[src/trig_seq_params.svh]
// Constants for the trigger layer sequencer
`ifndef TRIG_SEQ_PARAMS_SVH
`define TRIG_SEQ_PARAMS_SVH
`define CLK_HZ             40000000
`define SAMPLE_HZ          10000000
`define SAMPLE_DIV         (`CLK_HZ / `SAMPLE_HZ)
`define DELAY_MIN_US       20
`define DELAY_MAX_MS       500
`define DELAY_MAX_CYC      (`DELAY_MAX_MS * (`CLK_HZ / 1000))
`define WIDTH_MIN_NS       500
`define WIDTH_MIN_CYC      ((`WIDTH_MIN_NS * (`CLK_HZ / 1000000) + 999) / 1000)
`define WIDTH_MAX_MS       5
`define WIDTH_MAX_CYC      (`WIDTH_MAX_MS * (`CLK_HZ / 1000))
`define COUNT_MAX          5000
`define TIMER_DEF_MS       100
`define TIMER_DEF_CYC      (`TIMER_DEF_MS * (`CLK_HZ / 1000))
`define IN_LINE_DEF        3'h1
`define OUT_LINE_DEF       3'h2
`define OUT_PULSE_CYC      4
`endif

[src/trig_seq_pkg.sv]
// Types for the trigger layer sequencer
package trig_seq_pkg;
  typedef enum logic [2:0] {
    SRC_IMMEDIATE = 3'h0,
    SRC_BUS       = 3'h1,
    SRC_TIMER     = 3'h2,
    SRC_KEY       = 3'h3,
    SRC_LINK      = 3'h4,
    SRC_FALL      = 3'h5,
    SRC_RISE      = 3'h6,
    SRC_EITHER    = 3'h7
  } src_t;

  typedef enum logic [2:0] {
    ST_IDLE  = 3'h0,
    ST_WAIT  = 3'h1,
    ST_DELAY = 3'h2,
    ST_PULSE = 3'h3,
    ST_NEXT  = 3'h4,
    ST_EXIT  = 3'h5
  } seq_state_t;

  typedef struct packed {
    src_t        source;
    logic [2:0]  in_line;
    logic [2:0]  out_line;
    logic        out_enable;
    logic [12:0] trig_count;
    logic [12:0] sweep_points;
    logic [7:0]  filter_count;
    logic        sweep_enable;
    logic        filter_enable;
    logic [31:0] timer_cycles;
    logic [24:0] delay_cycles;
    logic [17:0] width_cycles;
    logic [24:0] duty_min_cycles;
  } cfg_t;

  typedef struct packed {
    logic initiate;
    logic abort;
    logic bus_trigger;
    logic default_restore;
    logic front_halt;
    logic front_resume;
    logic key_press;
    logic remote;
  } cmd_t;
endpackage

[src/edge_sync.sv]
// Two-stage synchroniser with rise and fall detection
module edge_sync (
  input  wire logic i_clk,
  input  wire logic i_rst,
  input  wire logic i_in,
  output logic      o_rise,
  output logic      o_fall
);
  typedef struct packed {
    logic s1;
    logic s2;
    logic s3;
  } sync_t;
  sync_t r, next_r;

  always_comb begin
    next_r    = r;
    next_r.s1 = i_in;
    next_r.s2 = r.s1;
    next_r.s3 = r.s2;
  end

  always_ff @(posedge i_clk or posedge i_rst) begin
    if (i_rst) begin
      r <= 3'h7;
    end else begin
      r <= next_r;
    end
  end

  // Edges come from stages two and three only, so one pulse gives one event
  assign o_rise = r.s2 & ~r.s3;
  assign o_fall = ~r.s2 & r.s3;
endmodule

[src/interval_timer.sv]
// Interval timer for the timer trigger source
module interval_timer (
  input  wire logic        i_clk,
  input  wire logic        i_rst,
  input  wire logic        i_clear,
  input  wire logic        i_consume,
  input  wire logic [31:0] i_interval,
  output logic             o_ready
);
  typedef struct packed {
    logic        first;
    logic        expired;
    logic [31:0] count;
  } tmr_t;
  tmr_t r, next_r;

  always_comb begin
    next_r = r;
    if (i_clear) begin
      next_r.first   = 1'b1;
      next_r.expired = 1'b0;
      next_r.count   = 32'h0;
    end else begin
      if (!r.expired && !r.first) begin
        if (r.count + 32'h1 >= i_interval) begin
          next_r.expired = 1'b1;
        end else begin
          next_r.count = r.count + 32'h1;
        end
      end
      if (i_consume) begin
        next_r.first   = 1'b0;
        next_r.expired = 1'b0;
        next_r.count   = 32'h0;
      end
    end
  end

  always_ff @(posedge i_clk or posedge i_rst) begin
    if (i_rst) begin
      r <= '{first: 1'b1, expired: 1'b0, count: 32'h0};
    end else begin
      r <= next_r;
    end
  end

  assign o_ready = r.first | r.expired;
endmodule

[src/trigger_layer_sequencer.sv]
// Trigger layer sequencer: idle, event detect, delay-pulse loops, output trigger
`include "trig_seq_params.svh"

// Functional notes
// - Idle takes no readings until initiate
// - In layer, only urgent commands act
// - Immediate source passes detection at once
// - Bus source waits for bus trigger
// - Timer: first pass immediate, reset on idle
// - Key source honoured only under local control
// - Link source on one of six lines
// - Start-of-test low, high or either pulse
// - Abort or front halt forces idle
// - Delay is a minimum, stretched for duty
// - One pulse, 10 MHz samples, one reading
// - Fixed amplitude, or per sweep point
// - Filter repeats loop, averages readings
// - Sweep repeats process per point
// - Trigger count repeats the layer
// - Count and count times points capped
// - Output trigger on layer exit if enabled
// - Output trigger on selectable link line
// - Default restore sets source, count, timer, output
// - Pulse mode or sweep start clears auto-rearm
// - Front halt idles without output off
// - One initiate, one cycle, back to idle
// - Factory lines: out two, in one
module trigger_layer_sequencer #(
  parameter int          LINES          = 6,
  parameter logic [31:0] TIMER_DEFAULT  = `TIMER_DEF_CYC,
  parameter int          OUT_PULSE      = `OUT_PULSE_CYC
) (
  input  wire logic                 i_clk,
  input  wire logic                 i_rst,
  input  wire trig_seq_pkg::cfg_t   i_cfg,
  input  wire logic                 i_cfg_write,
  input  wire trig_seq_pkg::cmd_t   i_cmd,
  input  wire logic                 i_pulse_mode,
  input  wire logic                 i_front_sweep_start,
  input  wire logic                 i_rearm_set,
  input  wire logic [LINES-1:0]     i_link_in,
  input  wire logic                 i_start_of_test_input,
  output logic                      o_idle,
  output logic                      o_pulse,
  output logic                      o_sample,
  output logic                      o_reading,
  output logic                      o_filtered_reading,
  output logic [12:0]               o_sweep_point,
  output logic                      o_cmd_deferred,
  output logic                      o_auto_rearm,
  output logic                      o_layer_exit_output_event,
  output logic [LINES-1:0]          o_link_out,
  output logic [LINES-1:0]          o_link_oe,
  output logic                      o_cfg_rejected,
  output logic [2:0]                o_source
);
  typedef struct packed {
    trig_seq_pkg::seq_state_t state;
    trig_seq_pkg::cfg_t       cfg;
    logic [24:0]              phase_cnt;
    logic [1:0]               sample_div;
    logic [7:0]               filt_cnt;
    logic [12:0]              point_cnt;
    logic [12:0]              trig_cnt;
    logic                     auto_rearm;
    logic [3:0]               out_cnt;
    logic                     out_evt;
    logic                     idle;
    logic                     pulse;
    logic                     sample;
    logic                     reading;
    logic                     filtered;
    logic                     deferred;
    logic                     rejected;
    logic [LINES-1:0]         link_out;
    logic [LINES-1:0]         link_oe;
  } seq_t;
  seq_t r, next_r;

  logic [LINES-1:0] link_rise;
  logic [LINES-1:0] link_fall;
  logic             sot_rise;
  logic             sot_fall;
  logic             timer_ready;
  logic             timer_clear;
  logic             timer_consume;
  logic             detect;

  // Factory and bus-default configuration
  function automatic trig_seq_pkg::cfg_t default_cfg(input trig_seq_pkg::cfg_t base);
    trig_seq_pkg::cfg_t c;
    c              = base;
    c.source       = trig_seq_pkg::SRC_IMMEDIATE;
    c.trig_count   = 13'h1;
    c.timer_cycles = TIMER_DEFAULT;
    c.out_enable   = 1'b0;
    c.in_line      = `IN_LINE_DEF;
    c.out_line     = `OUT_LINE_DEF;
    return c;
  endfunction

  // Maps a line number 1..6 to a one-hot mask
  function automatic logic [LINES-1:0] line_mask(input logic [2:0] line);
    logic [LINES-1:0] m;
    m = '0;
    for (int i = 0; i < LINES; i++) begin
      if (line == 3'(i + 1)) begin
        m[i] = 1'b1;
      end
    end
    return m;
  endfunction

  // A count of at least one; zero is treated as one
  function automatic logic [12:0] at_least_one(input logic [12:0] v);
    return (v == 13'h0) ? 13'h1 : v;
  endfunction

  function automatic logic cfg_valid(input trig_seq_pkg::cfg_t c);
    logic [25:0] prod;
    logic        counts_ok;
    logic        lines_ok;
    logic        times_ok;
    prod      = c.trig_count * (c.sweep_enable ? at_least_one(c.sweep_points) : 13'h1);
    counts_ok = (c.trig_count != 13'h0) && (c.trig_count <= 13'(`COUNT_MAX)) &&
                (prod <= 26'(`COUNT_MAX));
    lines_ok  = (c.in_line >= 3'h1) && (c.in_line <= 3'h6) &&
                (c.out_line >= 3'h1) && (c.out_line <= 3'h6);
    // Only upper bounds are checked; short settings are the caller's concern
    times_ok  = (c.delay_cycles <= 25'(`DELAY_MAX_CYC)) &&
                (c.width_cycles <= 18'(`WIDTH_MAX_CYC));
    return counts_ok && lines_ok && times_ok;
  endfunction

  // Power-up state: idle, with the factory configuration
  localparam trig_seq_pkg::cfg_t CFG_RESET = default_cfg('0);
  localparam seq_t SEQ_RESET = '{state: trig_seq_pkg::ST_IDLE, cfg: CFG_RESET, idle: 1'b1,
                                 default: '0};

  genvar g;
  generate
    for (g = 0; g < LINES; g++) begin : g_link
      edge_sync u_link (
        .i_clk  (i_clk),
        .i_rst  (i_rst),
        .i_in   (i_link_in[g]),
        .o_rise (link_rise[g]),
        .o_fall (link_fall[g])
      );
    end
  endgenerate

  edge_sync u_sot (
    .i_clk  (i_clk),
    .i_rst  (i_rst),
    .i_in   (i_start_of_test_input),
    .o_rise (sot_rise),
    .o_fall (sot_fall)
  );

  interval_timer u_timer (
    .i_clk      (i_clk),
    .i_rst      (i_rst),
    .i_clear    (timer_clear),
    .i_consume  (timer_consume),
    .i_interval (r.cfg.timer_cycles),
    .o_ready    (timer_ready)
  );

  // Event detector; a low pulse is taken on its falling edge
  always_comb begin
    case (r.cfg.source)
      trig_seq_pkg::SRC_IMMEDIATE: detect = 1'b1;
      trig_seq_pkg::SRC_BUS:       detect = i_cmd.bus_trigger;
      trig_seq_pkg::SRC_TIMER:     detect = timer_ready;
      trig_seq_pkg::SRC_KEY:       detect = i_cmd.key_press & ~i_cmd.remote;
      trig_seq_pkg::SRC_LINK:      detect = |(link_fall & line_mask(r.cfg.in_line));
      trig_seq_pkg::SRC_FALL:      detect = sot_fall;
      trig_seq_pkg::SRC_RISE:      detect = sot_rise;
      trig_seq_pkg::SRC_EITHER:    detect = sot_rise | sot_fall;
      default:                     detect = 1'b0;
    endcase
  end

  assign timer_clear   = (r.state == trig_seq_pkg::ST_IDLE);
  assign timer_consume = (r.state == trig_seq_pkg::ST_WAIT) && detect &&
                         (r.cfg.source == trig_seq_pkg::SRC_TIMER);

  always_comb begin
    logic [24:0] delay_eff;
    logic        layer_done;
    logic        abort_now;
    delay_eff  = '0;
    layer_done = 1'b0;
    abort_now  = i_cmd.abort | i_cmd.front_halt;
    next_r          = r;
    next_r.pulse    = 1'b0;
    next_r.sample   = 1'b0;
    next_r.reading  = 1'b0;
    next_r.filtered = 1'b0;
    next_r.rejected = 1'b0;

    // Configuration writes are taken only while idle; otherwise they are flagged deferred and dropped. Default restore acts in any state
    if (i_cmd.default_restore) begin
      next_r.cfg = default_cfg(r.cfg);
    end else if (i_cfg_write && r.state == trig_seq_pkg::ST_IDLE) begin
      if (cfg_valid(i_cfg)) begin
        next_r.cfg = i_cfg;
      end else begin
        next_r.rejected = 1'b1;
      end
    end
    next_r.deferred = i_cfg_write && (r.state != trig_seq_pkg::ST_IDLE);

    if (i_rearm_set) begin
      next_r.auto_rearm = 1'b1;
    end
    if (i_pulse_mode || i_front_sweep_start) begin
      next_r.auto_rearm = 1'b0;
    end

    case (r.state)
      trig_seq_pkg::ST_IDLE: begin
        if (i_cmd.initiate || i_cmd.front_resume) begin
          next_r.state     = trig_seq_pkg::ST_WAIT;
          next_r.trig_cnt  = 13'h0;
          next_r.point_cnt = 13'h0;
          next_r.filt_cnt  = 8'h0;
        end
      end
      trig_seq_pkg::ST_WAIT: begin
        if (detect) begin
          next_r.state     = trig_seq_pkg::ST_DELAY;
          next_r.phase_cnt = '0;
        end
      end
      trig_seq_pkg::ST_DELAY: begin
        // The delay stretches to the duty-cycle minimum when that is longer
        delay_eff = (r.cfg.delay_cycles > r.cfg.duty_min_cycles) ?
                    r.cfg.delay_cycles : r.cfg.duty_min_cycles;
        if (r.phase_cnt + 25'h1 >= delay_eff) begin
          // Pulse and first sample start together, so the pulse stands its full width
          next_r.state      = trig_seq_pkg::ST_PULSE;
          next_r.phase_cnt  = '0;
          next_r.pulse      = 1'b1;
          next_r.sample     = 1'b1;
          next_r.sample_div = '0;
        end else begin
          next_r.phase_cnt = r.phase_cnt + 25'h1;
        end
      end
      trig_seq_pkg::ST_PULSE: begin
        if (r.phase_cnt + 25'h1 >= 25'(r.cfg.width_cycles)) begin
          next_r.state   = trig_seq_pkg::ST_NEXT;
          next_r.reading = 1'b1;
        end else begin
          next_r.phase_cnt = r.phase_cnt + 25'h1;
          next_r.pulse     = 1'b1;
          if (r.sample_div == 2'(`SAMPLE_DIV - 1)) begin
            next_r.sample     = 1'b1;
            next_r.sample_div = '0;
          end else begin
            next_r.sample_div = r.sample_div + 2'h1;
          end
        end
      end
      trig_seq_pkg::ST_NEXT: begin
        next_r.phase_cnt = '0;
        next_r.state     = trig_seq_pkg::ST_DELAY;
        if (r.cfg.filter_enable && r.filt_cnt + 8'h1 < r.cfg.filter_count) begin
          next_r.filt_cnt = r.filt_cnt + 8'h1;
        end else begin
          next_r.filt_cnt = 8'h0;
          next_r.filtered = 1'b1;
          if (r.cfg.sweep_enable &&
              r.point_cnt + 13'h1 < at_least_one(r.cfg.sweep_points)) begin
            next_r.point_cnt = r.point_cnt + 13'h1;
          end else begin
            next_r.point_cnt = 13'h0;
            next_r.trig_cnt  = r.trig_cnt + 13'h1;
            if (r.trig_cnt + 13'h1 < at_least_one(r.cfg.trig_count)) begin
              next_r.state = trig_seq_pkg::ST_WAIT;
            end else begin
              layer_done   = 1'b1;
              next_r.state = trig_seq_pkg::ST_EXIT;
            end
          end
        end
      end
      trig_seq_pkg::ST_EXIT: begin
        // Auto-rearm loops back; otherwise one initiate gives one cycle
        next_r.state = r.auto_rearm ? trig_seq_pkg::ST_WAIT : trig_seq_pkg::ST_IDLE;
        next_r.trig_cnt = 13'h0;
      end
      default: begin
        next_r.state = trig_seq_pkg::ST_IDLE;
      end
    endcase

    if (abort_now && r.state != trig_seq_pkg::ST_IDLE) begin
      // An abort also drops a reading still in flight
      next_r.state    = trig_seq_pkg::ST_IDLE;
      next_r.pulse    = 1'b0;
      next_r.sample   = 1'b0;
      next_r.reading  = 1'b0;
      next_r.filtered = 1'b0;
      layer_done      = 1'b0;
    end

    // Output trigger pulse on the chosen link line, low-true open drain
    if (layer_done && r.cfg.out_enable) begin
      next_r.out_cnt = 4'(OUT_PULSE);
    end else if (r.out_cnt != 4'h0) begin
      next_r.out_cnt = r.out_cnt - 4'h1;
    end
    next_r.link_oe  = (next_r.out_cnt != 4'h0) ? line_mask(r.cfg.out_line) : '0;
    next_r.link_out = '0;
    next_r.out_evt  = (next_r.out_cnt != 4'h0);
    next_r.idle     = (next_r.state == trig_seq_pkg::ST_IDLE);
  end

  always_ff @(posedge i_clk or posedge i_rst) begin
    if (i_rst) begin
      r <= SEQ_RESET;
    end else begin
      r <= next_r;
    end
  end

  assign o_idle                    = r.idle;
  assign o_pulse                   = r.pulse;
  assign o_sample                  = r.sample;
  assign o_reading                 = r.reading;
  assign o_filtered_reading        = r.filtered;
  assign o_sweep_point             = r.point_cnt;
  assign o_cmd_deferred            = r.deferred;
  assign o_auto_rearm              = r.auto_rearm;
  assign o_layer_exit_output_event = r.out_evt;
  assign o_link_out                = r.link_out;
  assign o_link_oe                 = r.link_oe;
  assign o_cfg_rejected            = r.rejected;
  assign o_source                  = r.cfg.source;
endmodule

[config.mk]
export PLATFORM = sky130hd
export DESIGN_NAME = trigger_layer_sequencer
export DESIGN_NICKNAME = d
export VERILOG_FILES = /design/src/trig_seq_pkg.sv /design/src/edge_sync.sv /design/src/interval_timer.sv /design/src/trigger_layer_sequencer.sv
export VERILOG_INCLUDE_DIRS = /design/src
export SDC_FILE = /design/constraint.sdc
export NUM_CORES = 1
export LEC_CHECK = 0
export BUFFER_PORTS_ARGS = -buffer_cell sky130_fd_sc_hd__buf_2
export CORE_MARGIN = 8
export CORE_UTILIZATION = 59
export DETAILED_ROUTE_END_ITERATION = 6
export GPL_ROUTABILITY_DRIVEN = 0
export PLACE_DENSITY = 0.85
export SETUP_SLACK_MARGIN = 0.3
export SLEW_MARGIN = 20
export SYNTH_ARGS = -nofsm -noshare
export SYNTH_HDL_FRONTEND = slang
export SYNTH_SLANG_ARGS = --single-unit
[constraint.sdc]
create_clock -name i_clk -period 23.5 [get_ports i_clk]
set_input_delay 4.7 -clock i_clk [delete_from_list [all_inputs] [get_ports i_clk]]
set_output_delay 4.7 -clock i_clk [all_outputs]
set_load 0.02 [all_outputs]
* After elaboration in Yosys (flattened, before gate mapping) *
Cells that the tools add are included.

word-level totals
  flip-flop bits (word level) = 284
  input bits = 167
  output and inout bits = 37

operators by class
  add/sub/neg operators = 7
  multipliers = 1
  $lt $le $gt $ge = 15
  equality and inequality tests = 32
  multiplexer cells = 78
  bitwise operators = 23
  reductions and logical operators = 51

operators by type and width
  cell                     number
  $mux W146                3
  $mux W34                 3
  $pmux W25 S4             1
  $mux W13                 6
  $mux W25                 3
  $pmux W21 S2             1
  $logic_not A13 Y1        3
  $pmux W13 S3             1
  $eq A3 B3 Y1 const B     12
  $mux W1                  35
  $mux W33                 1
  $add A32 B1 Y32 const B  1
  $ge A32 B32 Y1           1
  $mux W32                 1
  $mux W27                 1
  $add A13 B1 Y13 const B  2
  $le A26 B13 Y1 const B   1
  $lt A13 B13 Y1           2
  $mul A13 B13 Y26         1
  $mux W26                 1
  $add A25 B1 Y25 const B  1
  $ge A25 B18 Y1           1
  $ge A25 B25 Y1           1
  $gt A25 B25 Y1           1
  39 further kinds         123

* Longest topological paths before layout *
Gate-level depths: netlist of run 1.

  depth in word-level cells = 12
  depth in mapped cells = 28

* Modules after synthesis *
A second synthesis of run 1 with hierarchy kept.

second synthesis, totals
  cell total of the unflattened synthesis = 2497
  area, all modules = 23537.6 um^2

modules (own cells, without submodules)
  module                   instances  cells each  area each (um^2)  sequential area each (um^2)
  trigger_layer_sequencer  1          2097        19775.2           5744.3
  interval_timer           1          358         3079.2            852.1
  edge_sync                7          6           97.6              78.8

* Worst setup path after synthesis of run 1 *
Ideal clock, no wire load.

  kind = in2reg
  from = input port i_cfg[122] (netlist bit)
  to = register r[104] (netlist bit)
  library setup time = 125 ps
  arrival time = 10890 ps
  required time = 23375 ps
  setup slack = 12485 ps
  stages = 26
  path buffers = 3
  cell sequence = nor4_1 nand4_1 and3_1 clkbuf_1 and2_1 fa_1 inv_1 fa_1 inv_1 fa_1 fa_1 inv_1 fa_1 inv_1 ha_1 a211o_1 a211oi_1 a21oi_1 a31o_2 mux2_2 nor2_1 and4_1 nand3_2 buf_4 buf_6 mux2_4

between the ends
  word-level cells in the longest chain between the ends = 9

ends and longest elaborated chain
  element                                RTL line                        source
  start, declared                        trigger_layer_sequencer.sv:35   input wire trig_seq_pkg::cfg_t i_cfg,
  $logic_not A13 Y1                      trigger_layer_sequencer.sv:116  return (v == 13'h0) ? 13'h1 : v;
  $mux W13 (*)                           trigger_layer_sequencer.sv:116
  $mux W13 (*)                           trigger_layer_sequencer.sv:124  prod = c.trig_count * (c.sweep_enable ? at_least_one(c.sweep_points) : 13'h1);
  $mul A13 B13 Y26 (*)                   trigger_layer_sequencer.sv:124
  $le A26 B13 Y1 (*)                     trigger_layer_sequencer.sv:126  (prod <= 26'(`COUNT_MAX));
  $logic_and A1 B1 Y1 (*)                trigger_layer_sequencer.sv:125  counts_ok = (c.trig_count != 13'h0) && (c.trig_count <= 13'(`COUNT_MAX)) &&
  $logic_and A1 B1 Y1 (*) (2 in series)  trigger_layer_sequencer.sv:132  return counts_ok && lines_ok && times_ok;
  $reduce_and A3 Y1 (no line) (*)        --
  end signal, assigned                   trigger_layer_sequencer.sv:326  r <= next_r;
  end, declared                          trigger_layer_sequencer.sv:78   seq_t r, next_r;

Mark *: on every way between the ends. The rest lies on a longest branch, timed or not.
A chain may end at the register's enable or synchronous reset.

* Worst setup path after layout of run 1 *
  from = input port i_cfg[122] (netlist bit)
  to = register r[204] (netlist bit)

Same word-level chain as after synthesis.

==> results.cfg, run 1 <==
[global_route]
grt_pass1_vias = 19400
antenna_found_initial = 5
grt_pass1_wl_mm = 97.8
grt_max_degree = 136
track_usage_pct = 25.5
grt-ovfl-total = 0

[clocking]
cts_max_level = 2
cts_buffers = 35
clk_pin_slew_worst_paths_ns = 0.06
clock-sinks = 284
worstSkewPairLatency_ns = 0.54
cts_resized = 0
root_buffer = clkbuf_16
postCtsHoldBufs = 0
cts_setup_buffers = 0
max-clock-path-buffers = 3
cts_tree = done

[drt]
antenna_left = 0
drc = 0
wire_per_inst_um = 19.1
via_per_inst = 5.94
dr.pass1.iters = 5
wl_mm = 59.4
initialDrtViolationCount = 1306
route.vias.total = 18500

[logic_synthesis]
async_reset_ff_share_pct = 100
yosysWarningCount = 0
synth.top_cells.by_area = dfrtp_1 (27%), ha_1 (11%), fa_1 (10%), inv_1 (5.5%), mux2_4 (4.2%)
ys_seq_elements = 284
synth_edf_count = 0
syn_area_sq_um = 23200
yosys_most_used_dff = dfrtp_1
syn_area_per_cell_sq_um = 9.50
netlist_instances = 2440
synth_top_area_share_pct = 27.1
yosys.area.top_type = dfrtp_1
synth-seq-area-share_pct = 30.8
synth.distinct_cells = 84

[placed_design]
dp_hpwl_mm = 44.3
dpl-instance-area_sq_um = 24300
dpl.cell_count = 3046
place_ws_ns = 10.16
io_buffers = 197

[timing]
setup_slack_ns = 10.57
rsz0062_at_grt = no
final.setup_skew_ns = 0.0115
drv_slew = 0
fmax_mhz = 77.4
hold_slack_ns = 0.353
setup_viol = 0
worst_pin_slew_ns = 1.12
hold_violations = 0
fin_crit_sh_pct = 55.0
max_slew_margin_pct = 25.5
period_minus_slack_ns = 12.93
tns_ns = 0

[final_layout]
fin_cells = 3109
final_nets = 3064
post-route-util_pct = 66.1
fillers = 2963
fin_area_sq_um = 25600
drive_gt1_share_pct = 15.5
area_growth_pct = 10.3

[setup_path]
path_common_cell = fa_1
crit_family = adder cells
crit_fanout = 78
critPathKind = input port to flop
required_ns = 23.92
cp-end-kind = flop
slowest_stage = buf_4
critPathBufInv = 7
worstPathArrival_ns = 13.35
cp_slowest_stage_delay_ns = 0.90
cp-start-kind = input port

[pwr]
clkPwrFrac_pct = 34.4
vdd_drop_max_mv = 0.0514
power_leakage_nw = 13.6
combPwrFrac_pct = 35.7
p_int_mw = 1.12
swShare_pct = 36.0
p_per_area_nw_per_um2 = 68.1
power.switching_uw = 627
total_power_mw = 1.74
p_seq_share_pct = 29.9

[hold_path]
hold_path_class = flop to flop

[die]
die_x_um = 214
dieArea_sq_um = 45900
rows = 72
initial_core_util_pct = 59.9
die_h_um = 214
ios = 204
core_sq_um = 38700

[job]
drv_cap = 0

[outcome]
outcome = complete, no violations
[cells in the final DEF, fill, tap and decap left out, drive strengths merged, types with 35 or more instances in the layout]
cell    count
nand2b     44
xnor2      63
or3        39
dfrtp     251
buf       210
and3       90
a21o       45
ha        211
a2bb2o     45
and2       38
mux2       94
xor2       35
a21oi      97
nand3      54
nand2     212
nor2       86
o21ai     120
inv       344
fa        121
clkbuf     45
[logic make-up after synthesis]
logic type               count (synthesis)  share of synthesized area, %
AND/OR/NAND/NOR                        704                          15.9
buffers and inverters                  468                          8.38
AO/OA/AOI/OAI                          431                          12.5
adder cells (fa/ha/maj)                332                          21.8
flip-flops                             284                          30.8
multiplexers                           122                          6.88
XOR/XNOR                                98                          3.70
other                                    1                        0.0162
[layer usage]
metal  global-route usage, %  wire length (um)
met2                    44.1             29600
met3                    4.51              3870
met5                       0                31
met1                    30.6             23100
met4                    12.1              2750
[cell usage after synthesis (all sizes together) (19+ instances only)]
master  number
inv        341
dfrtp      251
nand2      212
ha         211
fa         121
o21ai      120
a21oi       97
mux2        94
and3        90
nor2        86
clkbuf      79
xnor2       63
nand3       54
buf         48
a21o        45
a2bb2o      45
nand2b      44
or3         39
and2        38
xor2        35
dfstp       33
nand4       28
mux2i       27
nor3        26
nor4        19
[layout make-up]
type	count	area (sq um)	share of cell area, %
Clock inverter	17	254	0.993
Tap cell	518	648	2.53
Multi-Input combinational cell	1693	14100	55.2
Inverter	341	1290	5.03
Timing Repair Buffer	210	1090	4.25
Sequential cell	284	7150	27.9
Clock buffer	45	1030	4.01
Antenna cell	1	2.50	0.00978
[flip-flops by register name, summed over array words and instances (netlist names)]
register	flops
o_sweep_point	13
o_reading	1
g_link.u_link.r	6
o_auto_rearm	1
o_sample	1
r	198
o_link_oe	6
o_pulse	1
o_idle	1
u_timer.r	34
u_sot.r	1
o_cfg_rejected	1
g_link.u_link.next_r	12
u_sot.next_r	2
o_filtered_reading	1
o_source	3
o_cmd_deferred	1
o_layer_exit_output_event	1
[power groups by stage]
stage          sequential (mW)  combinational [mW]  clock (mW)
3_5_place_dp             0.529               0.608           0
3_3_place_gp             0.528               0.588           0
5_1_grt                  0.522               0.688       0.630
4_1_cts                  0.520               0.614       0.611
2_1_floorplan            0.526               0.456           0
6_report                 0.520               0.622       0.600
[final timing paths]
path                                      start  depth (start not counted)  slack, ns               to
worst max-delay path                 i_cfg[122]                         26      10.57           r[204]
worst min-delay path            u_sot.next_r[1]                          0       0.35  u_sot.next_r[0]
worst max register to register            r[87]                         20      17.76            r[75]
worst min register to register  u_sot.next_r[1]                          0       0.35  u_sot.next_r[0]
max in group asynchronous                 i_rst                          3      17.72   o_cfg_rejected
min in group asynchronous                 i_rst                          2       4.32           r[179]
Note: power is estimated with default switching activity, not from simulation.
==> run 2: changes to the inputs <==
ABC_AREA = 1   (was not set)
CORE_UTILIZATION = 56   (was 59)
PLACE_DENSITY = 0.84   (was 0.85)
clock period = 11.5 ns   (was 23.5 ns; I/O delays follow)
==> run 2 against run 1 <==
Wire length grew 11%. Critical path depth up 2. Sequential power grew 100%. Clock power increased by 66%. Die area is 10% higher. Non-clock buffer count unchanged. Combinational power rose by 130%. Global-route usage increased by 0.68 points. Design area grew 4.2%.
==> results.cfg, run 2 <==
[logic_synthesis]
ys_seq_elements = 284
synth.top_cells.by_area = dfrtp_1 (26%), nand2_1 (12%), inv_1 (11%), ha_1 (11%), fa_1 (9.9%)
synth-seq-area-share_pct = 29.3
yosys.area.top_type = dfrtp_1
async_reset_ff_share_pct = 100
synth_edf_count = 0
syn_area_sq_um = 24400
yosysWarningCount = 0
synth_common_cells = nand2_1 (803), inv_1 (741), nor2_1 (267), dfrtp_1 (251), ha_1 (211)
netlist_instances = 3348
synth_top_area_share_pct = 25.8
syn_area_per_cell_sq_um = 7.28
synth.distinct_cells = 53
yosys_most_used_dff = dfrtp_1
yosysMostFrequentCell = nand2_1

[placed_design]
dpl-instance-area_sq_um = 25600
dp_hpwl_mm = 50.7
io_buffers = 197
dpl.cell_count = 4025

[drt]
route.vias.total = 22000
wl_mm = 66.1
initialDrtViolationCount = 2028
via_per_inst = 5.38
dr.pass1.iters = 7
antenna_left = 0
drc = 0
wire_per_inst_um = 16.2

[timing]
fmax_mhz = 117
tns_ns = 0
hold_slack_ns = 0.349
final.setup_skew_ns = 0.0127
setup_viol = 0
worst_pin_slew_ns = 1.02
max_slew_margin_pct = 32.0
hold_violations = 0
fin_crit_sh_pct = 74.3
rsz0062_at_grt = no
drv_slew = 0
period_minus_slack_ns = 8.54

[clocking]
root_buffer = clkbuf_16
worstSkewPairLatency_ns = 0.58
clk_pin_slew_worst_paths_ns = 0.06
clock-sinks = 284
postCtsHoldBufs = 0
cts_buffers = 30
cts_setup_buffers = 0
max-clock-path-buffers = 3
cts_tree = done
cts_max_level = 1
cts_resized = 0

[hold_path]
hold_path_class = flop to flop

[global_route]
grt_max_degree = 181
grt_pass1_vias = 22100
grt_pass1_wl_mm = 109
track_usage_pct = 26.2
antenna_found_initial = 2
grt-ovfl-total = 0

[final_layout]
fillers = 3794
final_nets = 3973
multi_input_area_sq_um = 13800
final_common_cell = nand2_1
seq_area_sq_um = 7150
drive_gt1_share_pct = 9.21
largest_reg_flops = 198
largest_register = r
most-common-layout-cells = nand2_1 (803), inv_1 (740), nor2_1 (266), dfrtp_1 (251), ha_1 (211)
area_growth_pct = 9.34
fin_cells = 4083
fin_area_sq_um = 26700

[die]
die_x_um = 225
die_h_um = 225
initial_core_util_pct = 56.6
rows = 76
core_sq_um = 43100
ios = 204
dieArea_sq_um = 50500

[setup_path]
worstPathArrival_ns = 9.06
crit_fanout = 91
required_ns = 12.02
critPathKind = input port to flop
cp-start-kind = input port
cp-end-kind = flop

[job]
drv_cap = 0

[pwr]
power_leakage_nw = 15.0
p_per_area_nw_per_um2 = 131
vdd_drop_max_mv = 0.112

[outcome]
outcome = complete, no violations
[run 2: where the power goes]
part           switching, mW  leakage [nW]  internal (mW)
Combinational          0.998          11.1          0.432
Sequential            0.0210          3.37           1.04
Clock                  0.418         0.515          0.581
Total                   1.44          15.0           2.05
[run 2: per-stage QoR]
step | util (%) | setup slack (ns) | power, mW
floorplan | - | 1.42 | 2.12
global placement | 59.4 | 2.29 | 2.44
detailed placement | 59.4 | 2.25 | 2.47
CTS | 61.8 | 2.80 | 3.48
global route | 61.9 | 2.59 | 3.73
finish | 61.9 | 2.96 | 3.48
[run 2: metal layers]
metal	vias to the layer above	wire (um)	track usage [%]
met5	-	13	0
met4	2	2910	11.5
met3	196	4940	4.68
met2	857	31700	44.4
met1	10300	26600	32.4
li1	10600	-	-
[run 2: cells by family (layout without fill, tap and decap cells)]
family,after synthesis,count (layout),share of synthesized area (%)
AO/OA/AOI/OAI,302,302,6.69
XOR/XNOR,80,80,2.87
adder cells (fa/ha/maj),332,332,20.8
buffers and inverters,876,1020,14.4
flip-flops,284,284,29.3
multiplexers,1,1,0.0410
other,1,7,0.0154
AND/OR/NAND/NOR,1472,1472,25.9
[run 2: final cells by class]
type	instances	area share (%)
multi-input cells	2193	51.7
repair buffers	210	4.26
diodes	1	0.00938
clock inverters	12	0.389
flip-flops and latches	284	26.8
well taps	585	2.74
inverters	755	10.7
clock buffers	43	3.46
[run 2: path summary, 6_finish.rpt]
| path | start | end | slack, ns | cells after the start |
|---|---|---|---|---|
| worst min-delay path | g_link[2].u_link.next_r[1] | g_link[2].u_link.next_r[0] | 0.35 | 0 |
| min in group asynchronous | i_rst | r[169] | 1.86 | 2 |
| max in group asynchronous | i_rst | o_sweep_point[0] | 8.18 | 4 |
| worst min register to register | g_link[2].u_link.next_r[1] | g_link[2].u_link.next_r[0] | 0.35 | 0 |
| worst max-delay path | i_cfg[101] | r[103] | 2.96 | 28 |
| worst max register to register | r[88] | r[63] | 6.39 | 24 |
[run 2: worst max-delay path: stages]
cell	delay [ns]
buf_2	0.28
nand2_1	0.31
inv_1	0.27
nand2_1	0.10
fa_1	0.52
fa_1	0.55
inv_1	0.05
fa_1	0.50
fa_1	0.55
inv_1	0.05
fa_1	0.53
inv_1	0.04
ha_1	0.33
nand2_1	0.13
nor2_1	0.22
nand3_1	0.19
inv_1	0.09
nand2_1	0.06
nand3_1	0.08
nand2_1	0.05
nand2_1	0.11
nand4_1	0.19
nor2_1	0.24
nand4_4	0.35
buf_4	0.55
nand2_1	0.18
nand2_1	0.07
inv_1	0.06
